File: config.mk
export PLATFORM = sky130hd
export DESIGN_NAME = wspc_top
export DESIGN_NICKNAME = d
export VERILOG_FILES = /design/src/hdl/wspc_pkg.sv /design/src/hdl/wspc_top.sv
export SDC_FILE = /design/constraint.sdc
export NUM_CORES = 1
export LEC_CHECK = 0
export BUFFER_PORTS_ARGS = -buffer_cell sky130_fd_sc_hd__buf_4
export CAP_MARGIN = 20
export CORE_MARGIN = 2
export CORE_UTILIZATION = 40
export DETAILED_ROUTE_END_ITERATION = 7
export HOLD_SLACK_MARGIN = 0.02
export MAX_ROUTING_LAYER = met4
export SLEW_MARGIN = 25
export SYNTH_ARGS = -nofsm -noshare
export SYNTH_HDL_FRONTEND = slang
export SYNTH_SLANG_ARGS = --single-unit
File: constraint.sdc
create_clock -name sys_clk -period 5.66 [get_ports sys_clk]
set_clock_uncertainty 0.1 [all_clocks]
set_input_delay 0.283 -clock sys_clk [delete_from_list [all_inputs] [get_ports sys_clk]]
set_output_delay 0.283 -clock sys_clk [all_outputs]
set_load 0.1 [all_outputs]
File: src/hdl/wspc_pkg.sv
// Package for the watchdog, sleep and power control block.
// Assumes a single 25 MHz system clock and a synchronous active-high reset.
package wspc_pkg;

  // ****************************************
  // Register map (byte addresses)
  // ****************************************
  localparam logic [7:0] WSPC_PWRCTL_IDX = 8'h8f;
  localparam logic [11:0] WSPC_PWRCTL_ADDR = {2'b00, WSPC_PWRCTL_IDX, 2'b00};
  localparam logic [11:0] WSPC_CTRL_ADDR = 12'h000;
  localparam logic [11:0] WSPC_STAT_ADDR = 12'h004;
  localparam logic [11:0] WSPC_WAKE_ADDR = 12'h008;

  // ****************************************
  // Power control fields
  // ****************************************
  localparam int unsigned WSPC_CONV_OFF_BIT = 0;
  localparam int unsigned WSPC_TEMP_OFF_BIT = 1;
  localparam int unsigned WSPC_CHG_OFF_BIT = 2;
  localparam int unsigned WSPC_OSC_GATE_BIT = 3;
  localparam int unsigned WSPC_BIAS_OFF_BIT = 4;
  localparam int unsigned WSPC_REF_OFF_BIT = 5;
  localparam int unsigned WSPC_DEEP_SEL_BIT = 7;
  localparam logic [7:0] WSPC_PWRCTL_RST = 8'h3f;
  localparam logic [7:0] WSPC_PWRCTL_MASK = 8'hbf;

  // ****************************************
  // Control register fields (command pulses and configuration bits)
  // ****************************************
  localparam int unsigned WSPC_CMD_CLR_BIT = 0;
  localparam int unsigned WSPC_CMD_SLEEP_BIT = 1;
  localparam int unsigned WSPC_CMD_RESTART_BIT = 2;
  localparam int unsigned WSPC_CFG_PSA_BIT = 8;
  localparam int unsigned WSPC_CFG_PS_LSB = 9;
  localparam int unsigned WSPC_GIE_BIT = 12;
  localparam int unsigned WSPC_NUM_WAKE = 8;
  localparam logic [WSPC_NUM_WAKE-1:0] WSPC_WAKE_EN_RST = 8'h00;

  // ****************************************
  // Timing
  // ****************************************
  localparam int unsigned WSPC_CLK_HZ = 25_000_000;
  localparam int unsigned WSPC_WDT_MS = 18;
  localparam int unsigned WSPC_WDT_CYC = WSPC_CLK_HZ / 1000 * WSPC_WDT_MS;
  localparam int unsigned WSPC_RC_DIV = 4;
  localparam logic [15:0] WSPC_IRQ_VECTOR = 16'h0004;
  localparam logic [15:0] WSPC_CAP_MAX = 16'hffff;

  typedef enum logic [1:0] {
    WSPC_RUN   = 2'b00,
    WSPC_SLEEP = 2'b01,
    WSPC_DEEP  = 2'b10
  } wspc_mode_t;

  typedef struct packed {
    logic temp_sensor_off;
    logic charge_detect_off;
    logic converter_off;
    logic bias_source_off;
    logic reference_off;
    logic main_osc_on;
    logic core_clk_en;
    logic capture_clk_en;
  } wspc_gate_t;

endpackage : wspc_pkg

File: src/hdl/wspc_top.sv
// Watchdog timer, sleep and deep-sleep sequencing and analog power gating.
// Assumes AXI4-Lite master on sys_clk; wake sources are synchronous levels.
`timescale 1ns/1ps

// Summary of operation
// Watchdog counts on its own oscillator enable, also while core clock stops
// Time-out in run mode issues an internal full device reset
// Time-out in sleep wakes the core without reset
// Fuse low disables the watchdog permanently
// Watchdog reset never drives the external reset pin
// Base period 18 ms, optional prescaler up to 1:128
// Clear and sleep commands clear counter and assigned prescaler
// Every time-out clears the time-out flag
// Sleep entry clears power-down flag, sets time-out flag, clears watchdog
// Main oscillator in sleep runs only while gate bit is clear
// Power control bits gate the analog blocks
// Deep sleep is sleep with the watchdog forced off and all power gates forced off
// Capture clock stops on overflow until restart, gated by converter off
// Deep sleep powers off everything except regulator and power-on reset
// Listed wake events end sleep
// Software clears gate bits for converter or current-flow wake
// External reset in sleep resets; other wakes resume execution
// Enabled interrupts wake regardless of global enable
// After interrupt wake, next instruction runs, then vector if enabled
// Watchdog counter clears on every wake
// Pending enabled interrupt at sleep request keeps the core running; sleep is not entered
// Sleep with deep select bit set enters deep sleep; no watchdog wake
module wspc_top
  import wspc_pkg::*;
#(
  parameter int unsigned WDT_CYC = WSPC_WDT_CYC
) (
  input  wire logic                      sys_clk,
  input  wire logic                      rst,
  input  wire logic                      wdog_enable_fuse,
  input  wire logic                      ext_reset_n,
  input  wire logic [WSPC_NUM_WAKE-1:0]  wake_flags,
  input  wire logic                      capture_overflow,
  input  wire logic                      s_axi_awvalid,
  output logic                           s_axi_awready,
  input  wire logic [11:0]               s_axi_awaddr,
  input  wire logic                      s_axi_wvalid,
  output logic                           s_axi_wready,
  input  wire logic [31:0]               s_axi_wdata,
  input  wire logic [3:0]                s_axi_wstrb,
  output logic                           s_axi_bvalid,
  input  wire logic                      s_axi_bready,
  output logic [1:0]                     s_axi_bresp,
  input  wire logic                      s_axi_arvalid,
  output logic                           s_axi_arready,
  input  wire logic [11:0]               s_axi_araddr,
  output logic                           s_axi_rvalid,
  input  wire logic                      s_axi_rready,
  output logic [31:0]                    s_axi_rdata,
  output logic [1:0]                     s_axi_rresp,
  output logic                           core_reset,
  output logic                           ext_reset_oe,
  output logic                           ext_reset_out,
  output logic                           io_hold,
  output logic                           irq_vector_go,
  output logic [15:0]                    irq_vector_addr,
  output wspc_gate_t                     gates
);

  // ****************************************
  // Registers
  // ****************************************
  wspc_mode_t                   mode_q;
  logic [7:0]                   pwr_q;
  logic [WSPC_NUM_WAKE-1:0]     wake_en_q;
  logic                         psa_q;
  logic [2:0]                   ps_sel_q;
  logic                         gie_q;
  logic                         to_n_q;
  logic                         pd_n_q;
  logic                         cap_run_q;
  logic [31:0]                  wdt_cnt_q;
  logic [6:0]                   ps_cnt_q;
  logic [1:0]                   rc_div_q;
  logic                         core_rst_q;
  logic                         vec_q;
  logic                         aw_hold_q;
  logic                         w_hold_q;
  logic [11:0]                  aw_addr_q;
  logic [31:0]                  w_data_q;
  logic [3:0]                   w_strb_q;
  logic                         bvalid_q;
  logic                         rvalid_q;
  logic [31:0]                  rdata_q;
  logic                         rresp_err_q;
  logic                         bresp_err_q;

  // ****************************************
  // Bus decode
  // ****************************************
  wire        aw_ok     = s_axi_awvalid && !aw_hold_q && !bvalid_q;
  wire        w_ok      = s_axi_wvalid && !w_hold_q && !bvalid_q;
  wire        have_aw   = aw_hold_q || aw_ok;
  wire        have_w    = w_hold_q || w_ok;
  wire        wr_fire   = have_aw && have_w && !bvalid_q;
  wire [11:0] wr_addr   = aw_hold_q ? aw_addr_q : s_axi_awaddr;
  wire [31:0] wr_data   = w_hold_q ? w_data_q : s_axi_wdata;
  wire [3:0]  wr_strb   = w_hold_q ? w_strb_q : s_axi_wstrb;
  wire        wr_pwr    = wr_fire && wr_addr == WSPC_PWRCTL_ADDR;
  wire        wr_ctrl   = wr_fire && wr_addr == WSPC_CTRL_ADDR;
  wire        wr_wake   = wr_fire && wr_addr == WSPC_WAKE_ADDR;
  wire        wr_hit    = wr_pwr || wr_ctrl || wr_wake;
  wire        rd_fire   = s_axi_arvalid && !rvalid_q;
  wire        cmd_clr   = wr_ctrl && wr_strb[0] && wr_data[WSPC_CMD_CLR_BIT];
  wire        cmd_sleep = wr_ctrl && wr_strb[0] && wr_data[WSPC_CMD_SLEEP_BIT];
  wire        cmd_rst   = wr_ctrl && wr_strb[0] && wr_data[WSPC_CMD_RESTART_BIT];
  wire        cfg_wr    = wr_ctrl && wr_strb[1];

  assign s_axi_awready = aw_ok;
  assign s_axi_wready  = w_ok;
  assign s_axi_arready = rd_fire;
  assign s_axi_bvalid  = bvalid_q;
  assign s_axi_bresp   = bresp_err_q ? 2'b10 : 2'b00;
  assign s_axi_rvalid  = rvalid_q;
  assign s_axi_rdata   = rdata_q;
  assign s_axi_rresp   = rresp_err_q ? 2'b10 : 2'b00;

  wire [31:0] rd_ctrl = {19'h0, gie_q, ps_sel_q, psa_q, 8'h00};
  wire [31:0] rd_stat = {28'h0, mode_q, pd_n_q, to_n_q};
  wire [31:0] rd_mux  = (s_axi_araddr == WSPC_PWRCTL_ADDR) ? {24'h0, pwr_q}
                      : (s_axi_araddr == WSPC_CTRL_ADDR)   ? rd_ctrl
                      : (s_axi_araddr == WSPC_STAT_ADDR)   ? rd_stat
                      : (s_axi_araddr == WSPC_WAKE_ADDR)   ? {24'h0, wake_en_q}
                      : 32'h0000_0000;
  wire        rd_hit  = s_axi_araddr == WSPC_PWRCTL_ADDR || s_axi_araddr == WSPC_CTRL_ADDR
                     || s_axi_araddr == WSPC_STAT_ADDR || s_axi_araddr == WSPC_WAKE_ADDR;

  always_ff @(posedge sys_clk) begin
    if (rst) begin
      aw_hold_q   <= 1'b0;
      w_hold_q    <= 1'b0;
      aw_addr_q   <= 12'h000;
      w_data_q    <= 32'h0000_0000;
      w_strb_q    <= 4'h0;
      bvalid_q    <= 1'b0;
      bresp_err_q <= 1'b0;
      rvalid_q    <= 1'b0;
      rdata_q     <= 32'h0000_0000;
      rresp_err_q <= 1'b0;
    end else begin
      aw_hold_q <= have_aw && !wr_fire;
      w_hold_q  <= have_w && !wr_fire;
      if (aw_ok) begin
        aw_addr_q <= s_axi_awaddr;
      end
      if (w_ok) begin
        w_data_q <= s_axi_wdata;
        w_strb_q <= s_axi_wstrb;
      end
      if (wr_fire) begin
        bvalid_q    <= 1'b1;
        bresp_err_q <= !wr_hit;
      end else if (s_axi_bready) begin
        bvalid_q <= 1'b0;
      end
      if (rd_fire) begin
        rvalid_q    <= 1'b1;
        rdata_q     <= rd_mux;
        rresp_err_q <= !rd_hit;
      end else if (s_axi_rready) begin
        rvalid_q <= 1'b0;
      end
    end
  end

  // ****************************************
  // Watchdog
  // ****************************************
  wire       asleep    = mode_q != WSPC_RUN;
  wire       wdt_on    = wdog_enable_fuse && mode_q != WSPC_DEEP;   // see
  wire       rc_tick   = rc_div_q == 2'(WSPC_RC_DIV - 1);
  wire [6:0] ps_last   = 7'((1 << ps_sel_q) - 1);
  wire       ps_tick   = !psa_q || ps_cnt_q >= ps_last;
  wire       wdt_timeout = wdt_on && rc_tick && ps_tick
                        && wdt_cnt_q >= 32'(WDT_CYC / WSPC_RC_DIV - 1);
  wire [WSPC_NUM_WAKE-1:0] pend = wake_flags & wake_en_q;
  wire       irq_wake  = |pend;
  wire       ext_rst   = !ext_reset_n;
  wire       wake      = asleep && (irq_wake || wdt_timeout);
  wire       clr_wdt   = cmd_clr || cmd_sleep || wake;              // see

  always_ff @(posedge sys_clk) begin
    if (rst) begin
      rc_div_q  <= 2'b00;
      wdt_cnt_q <= 32'h0000_0000;
      ps_cnt_q  <= 7'h00;
    end else begin
      rc_div_q <= rc_tick ? 2'b00 : rc_div_q + 2'b01;
      if (clr_wdt || ext_rst || !wdt_on || wdt_timeout) begin
        wdt_cnt_q <= 32'h0000_0000;
        ps_cnt_q  <= 7'h00;
      end else if (rc_tick) begin
        ps_cnt_q <= ps_tick ? 7'h00 : ps_cnt_q + 7'h01;
        if (ps_tick) begin
          wdt_cnt_q <= wdt_cnt_q + 32'h0000_0001;
        end
      end
    end
  end

  // ****************************************
  // Mode sequencing and flags
  // ****************************************
  always_ff @(posedge sys_clk) begin
    if (rst || ext_rst) begin
      mode_q     <= WSPC_RUN;
      pwr_q      <= WSPC_PWRCTL_RST;
      wake_en_q  <= WSPC_WAKE_EN_RST;
      psa_q      <= 1'b0;
      ps_sel_q   <= 3'b000;
      gie_q      <= 1'b0;
      to_n_q     <= 1'b1;
      pd_n_q     <= 1'b1;
      cap_run_q  <= 1'b1;
      core_rst_q <= 1'b0;
      vec_q      <= 1'b0;
    end else begin
      core_rst_q <= wdt_timeout && !asleep;
      vec_q      <= 1'b0;
      if (wr_pwr && wr_strb[0]) begin
        pwr_q <= wr_data[7:0] & WSPC_PWRCTL_MASK;
      end
      if (wr_wake && wr_strb[0]) begin
        wake_en_q <= wr_data[WSPC_NUM_WAKE-1:0];
      end
      if (cfg_wr) begin
        psa_q    <= wr_data[WSPC_CFG_PSA_BIT];
        ps_sel_q <= wr_data[WSPC_CFG_PS_LSB +: 3];
        gie_q    <= wr_data[WSPC_GIE_BIT];
      end
      if (capture_overflow) begin
        cap_run_q <= 1'b0;
      end else if (cmd_rst) begin
        cap_run_q <= 1'b1;
      end
      case (mode_q)
        WSPC_RUN: begin
          if (cmd_sleep && !irq_wake) begin
            mode_q <= pwr_q[WSPC_DEEP_SEL_BIT] ? WSPC_DEEP : WSPC_SLEEP;
            pd_n_q <= 1'b0;
            to_n_q <= 1'b1;
          end
        end
        WSPC_SLEEP, WSPC_DEEP: begin
          if (wake) begin
            mode_q <= WSPC_RUN;
            vec_q  <= irq_wake && gie_q;
          end
        end
        default: mode_q <= WSPC_RUN;
      endcase
      if (wdt_timeout) begin
        to_n_q <= 1'b0;
      end
    end
  end

  // ****************************************
  // Outputs and power gating
  // ****************************************
  wire deep = mode_q == WSPC_DEEP;

  assign core_reset      = core_rst_q;
  assign ext_reset_oe    = 1'b0;
  assign ext_reset_out   = 1'b0;
  assign io_hold         = asleep;
  assign irq_vector_go   = vec_q;
  assign irq_vector_addr = WSPC_IRQ_VECTOR;
  assign gates.temp_sensor_off   = deep || pwr_q[WSPC_TEMP_OFF_BIT];
  assign gates.charge_detect_off = deep || pwr_q[WSPC_CHG_OFF_BIT];
  assign gates.converter_off     = deep || pwr_q[WSPC_CONV_OFF_BIT];
  assign gates.bias_source_off   = deep || pwr_q[WSPC_BIAS_OFF_BIT];
  assign gates.reference_off     = deep || pwr_q[WSPC_REF_OFF_BIT];
  assign gates.main_osc_on       = !asleep || (!deep && !pwr_q[WSPC_OSC_GATE_BIT]);
  assign gates.core_clk_en       = !asleep;
  assign gates.capture_clk_en    = cap_run_q && !gates.converter_off
                                && gates.main_osc_on;

  // ****************************************
  // Checks
  // ****************************************
  chk_run_timeout_reset: assert property (@(posedge sys_clk) disable iff (rst)
    (wdt_timeout && mode_q == WSPC_RUN && ext_reset_n) |=> core_reset)
    else $error("run time-out gave no reset");

  chk_sleep_timeout_wake: assert property (@(posedge sys_clk) disable iff (rst)
    (wdt_timeout && mode_q == WSPC_SLEEP && ext_reset_n) |=> mode_q == WSPC_RUN && !core_reset)
    else $error("sleep time-out did not wake cleanly");

  chk_fuse_off_quiet: assert property (@(posedge sys_clk) disable iff (rst)
    !wdog_enable_fuse |-> !wdt_timeout)
    else $error("watchdog fired with fuse off");

  chk_pin_never_driven: assert property (@(posedge sys_clk) disable iff (rst)
    !ext_reset_oe)
    else $error("reset pin driven");

  chk_timeout_flag: assert property (@(posedge sys_clk) disable iff (rst)
    (wdt_timeout && ext_reset_n) |=> !to_n_q)
    else $error("time-out flag not cleared");

  chk_sleep_entry: assert property (@(posedge sys_clk) disable iff (rst)
    (mode_q == WSPC_RUN ##1 mode_q != WSPC_RUN)
    |-> !pd_n_q && io_hold && wdt_cnt_q == 32'h0000_0000)
    else $error("sleep entry flags wrong");

  chk_sleep_osc_gate: assert property (@(posedge sys_clk) disable iff (rst)
    (mode_q == WSPC_SLEEP) |-> !gates.core_clk_en && gates.main_osc_on == !pwr_q[WSPC_OSC_GATE_BIT])
    else $error("sleep clock gating wrong");

  chk_deep_no_wdt: assert property (@(posedge sys_clk) disable iff (rst)
    deep |-> !wdt_timeout && gates.reference_off && !gates.main_osc_on)
    else $error("deep sleep not fully off");

  chk_capture_stop: assert property (@(posedge sys_clk) disable iff (rst)
    (capture_overflow && ext_reset_n) |=> !gates.capture_clk_en)
    else $error("capture clock ran after overflow");

  chk_ext_reset_run: assert property (@(posedge sys_clk) disable iff (rst)
    !ext_reset_n |=> mode_q == WSPC_RUN && pwr_q == WSPC_PWRCTL_RST && !core_reset)
    else $error("external reset did not reset");

  chk_irq_wake_exit: assert property (@(posedge sys_clk) disable iff (rst)
    (asleep && irq_wake && ext_reset_n) |=> !asleep)
    else $error("enabled interrupt did not wake");

  chk_vector_on_gie: assert property (@(posedge sys_clk) disable iff (rst)
    (wake && irq_wake && gie_q && ext_reset_n) |=> irq_vector_go)
    else $error("no vector after interrupt wake");

  chk_wake_clears_wdt: assert property (@(posedge sys_clk) disable iff (rst)
    (wake && ext_reset_n) |=> wdt_cnt_q == 32'h0000_0000 && !asleep)
    else $error("wake left watchdog running");

  chk_pending_no_sleep: assert property (@(posedge sys_clk) disable iff (rst)
    (mode_q == WSPC_RUN && cmd_sleep && irq_wake) |=> mode_q == WSPC_RUN)
    else $error("slept with pending interrupt");

  chk_deep_entry: assert property (@(posedge sys_clk) disable iff (rst)
    (mode_q == WSPC_RUN && cmd_sleep && !irq_wake && pwr_q[WSPC_DEEP_SEL_BIT] && ext_reset_n)
    |=> deep)
    else $error("deep select did not enter deep sleep");

  cov_sleep_irq_wake: cover property (@(posedge sys_clk) disable iff (rst)
    mode_q == WSPC_SLEEP ##1 irq_vector_go);
  cov_deep_wake: cover property (@(posedge sys_clk) disable iff (rst)
    deep ##1 mode_q == WSPC_RUN);
  cov_run_reset: cover property (@(posedge sys_clk) disable iff (rst) core_reset);
  cov_deep_entry: cover property (@(posedge sys_clk) disable iff (rst)
    mode_q == WSPC_RUN ##1 deep);
  cov_pending_refused: cover property (@(posedge sys_clk) disable iff (rst)
    mode_q == WSPC_RUN && cmd_sleep && irq_wake);

endmodule : wspc_top

==> metrics <==
RSZ-0062 raised after global routing=no; total number of vias=4986; Post-route DRC=0; wire per inst=~15 um; leakage power=0.00280 uW; Sink Count=114; First DRT Iteration DRCs=~270; area leader, netlist=dfxtp_1; total CTS buffers=17; Most used DFF post-synth=dfxtp_1; Yosys reg bits=114; nets@finish=854; syn_area_per_cell=8.45 um^2; Max Buffers Root-to-Sink=2; global-route wire length before repair=22900 um; Fmax achieved=296 MHz; commonest cells in the netlist=dfxtp_1 (114), nand2_1 (86), nor2_1 (76); initial cell density of the core=between 40% and 50%; PnR worst setup slack=2.28 ns; IO Pins=approximately 150; FP Rows=between 40 and 50; Final Wtd Congestion=approximately 0.9; layout cell share with drive strength beyond 1=20.6%; Slew Limit Fails=0; Post-Syn Area=0.00566 mm^2; Routed Antenna Nets=0; largest net degree at the start of global routing=51; Pwr Density=323 mW/mm^2; vias in the first global route=4728; proportion of synthesized area in mux cells=7.62%; Syn. warnings=0; crit share post-route=59.7%; Setup WS pre-CTS=2.67 ns; largest fanout on the critical path=18; Fin. Hold Viols=0; outcome=finished clean; Yosys top cell area share=40.3%; post-synthesis compound-gate area fraction=11.9%; simple logic cell fraction of the synthesized area=25.8%; share of flip-flops with an asynchronous set or reset=0%; PortBufs=87; post-synthesis adder-cell area fraction=under 10%; final wirelength=14200 um; Synth Instances=670; Die W=around 120 um; GRT Total Usage=19.7%; Netlist cell types=55; combinational family with the most area after synthesis=simple AND/OR/NAND/NOR gates; DRT Pass-1 Iters=5; setup_tns=0 ns; CP Cell Sequence=nor2_1 -> nand2_1 -> clkinv_1 -> buf_4; initial antenna violation count=0; Worst Tran Pin Value=around 1 ns; Layout Area Growth over Synthesis=24.6%; CTS tree=done; Max IR drop VDD=just under 0.2 mV; Buffers & Inverters on Critical Path=2; CP Launch Type=register; Worst Hold Class=input port to register; maxcap violations=0; H-tree levels=4; xor-xnor portion of the synthesized cell area=3.09%; DPL Wire Length=10000 um; clk root buf=clkbuf_16; largest delay contributor family on the critical path=buffers and inverters; CP required=5.28 ns; GR Overflow Total=0; DR vias/cell=5.21; core area=0.0139 mm^2; Worst Setup End Kind=output port; Rel. slew slack=33.7%; sequential area share after synthesis=40.3%; top-count cell post-synth=dfxtp_1; post-cts resize count=0; Die Span Y=123 um; slowest stage delay, CP=0.87 ns; min Tclk post-route=3.38 ns; final setup vio count=0; Die Footprint=0.0151 mm^2; arrival time at the worst endpoint=3.00 ns; Setup Fix Bufs, Post-CTS=0; Critical-path top delay cell=dfxtp_1; number of synthesized flops with an enable pin=0; top cells by area, synth=dfxtp_1 (40%), nand2_1 (5.7%), buf_4 (5.4%); diodes inserted=0; clk slew on worst S/H paths=0.05 ns; clock latency on the worst-skew pair=0.42 ns; critical path type=register to output port
[kinds of logic (layout without fill, tap and decap cells)]
family          Yosys count  count (layout)
compound gates          100             100
xor+xnor                 20              20
fa+ha+maj                12              12
buf+inv                  85             155
flops                   114             114
mux                      41              41
other cells               2              39
simple gates            296             296
[worst register-to-register path, cell delays in order (launching register included)]
cell	delay, ns
dfxtp_1	0.39
or3_1	0.40
ha_1	0.27
nand2b_1	0.10
a211oi_1	0.07
o2111ai_1	0.17
buf_4	0.28
nand3_1	0.18
o211ai_1	0.17
buf_4	0.38
o21ba_2	0.24
[metrics by stage]
step	instance area [um^2]	std cells	power [uW]	util [%]	hold slack, ns
2_1_floorplan	5800	707	1150	-	0.295
3_3_place_gp	6270	907	1200	45.2	0.313
3_5_place_dp	6270	907	1210	45.2	0.321
4_1_cts	7060	957	2300	50.8	0.0205
5_1_grt	7060	957	2370	50.8	0.0263
6_report	7060	957	2280	50.8	0.0343
[sequential cells by signal, indices dropped and copies added (netlist names), 2 cells and up]
name	flops
aw_addr_q	12
mode_q	2
ps_cnt_q	7
ps_sel_q	3
pwr_q	7
rc_div_q	2
s_axi_rdata	13
w_data_q	13
w_strb_q	2
wake_en_q	8
wdt_cnt_q	32
[where the power goes]
group	internal, uW	leakage, uW	total (uW)	switching, uW
Clock	702	0.000290	1080	381
Sequential	828	0.000926	848	20.7
Combinational	87.9	0.00158	351	263
Total	1620	0.00280	2280	665
[cell type report]
| class | instances | area [um^2] |
|---|---|---|
| multi-input cells | 508 | 3040 |
| well taps | 180 | 225 |
| fillers | 1318 | 6820 |
| flip-flops and latches | 114 | 2280 |
| repair buffers | 107 | 848 |
| inverters | 16 | 60.1 |
| clock buffers | 19 | 443 |
| clock inverters | 13 | 159 |
[metal layers]
| metal | wire (um) | global-route usage (%) | part of all wire (%) |
|---|---|---|---|
| met1 | 6530 | 25.1 | 46 |
| met3 | 751 | 4.01 | 5.3 |
| met2 | 6560 | 30.0 | 46 |
| met4 | 344 | 9.45 | 2.4 |
| met5 | 0 | - | 0 |
[repair_timing]
| item | CTS | global route |
|---|---|---|
| hold buffers | 18 | 0 |
| endpoints found under the hold margin | 18 | 0 |
| setup endpoints to repair | 0 | 0 |
[final timing paths]
| kind | from | endpoint | slack, ns | cells past startpoint |
|---|---|---|---|---|
| hold reg to reg | rc_div_q[0]$_SDFF_PP0_ | rc_div_q[0]$_SDFF_PP0_ | 0.33 | 1 |
| setup / recovery | w_hold_q$_SDFF_PP0_ | s_axi_wready | 2.28 | 4 |
| setup reg to reg | ps_sel_q[2]$_SDFFE_PP0P_ | wdt_cnt_q[22]$_SDFFE_PP0P_ | 2.80 | 10 |
| hold / removal | s_axi_wdata[0] | w_data_q[0]$_SDFFE_PP0P_ | 0.03 | 3 |
[cells in the final DEF, fill, tap and decap left out, types with 5 or more instances in the layout]
cell           count
dfxtp_1          114
buf_4             89
nand2_1           86
nor2_1            76
a21oi_1           49
conb_1            39
nor3_1            27
nand3_1           26
mux2i_1           24
nand4_1           18
dlygate4sd3_1     18
mux2_2            17
clkbuf_16         17
inv_1             14
ha_1              12
o21ai_0           11
xor2_1            10
xnor2_1           10
a22oi_1            9
and3_1             9
or3_1              9
nor4_1             8
nand2b_1           7
o21ba_2            7
nor3b_1            5
No activity file was read; power rests on OpenSTA's default activity.
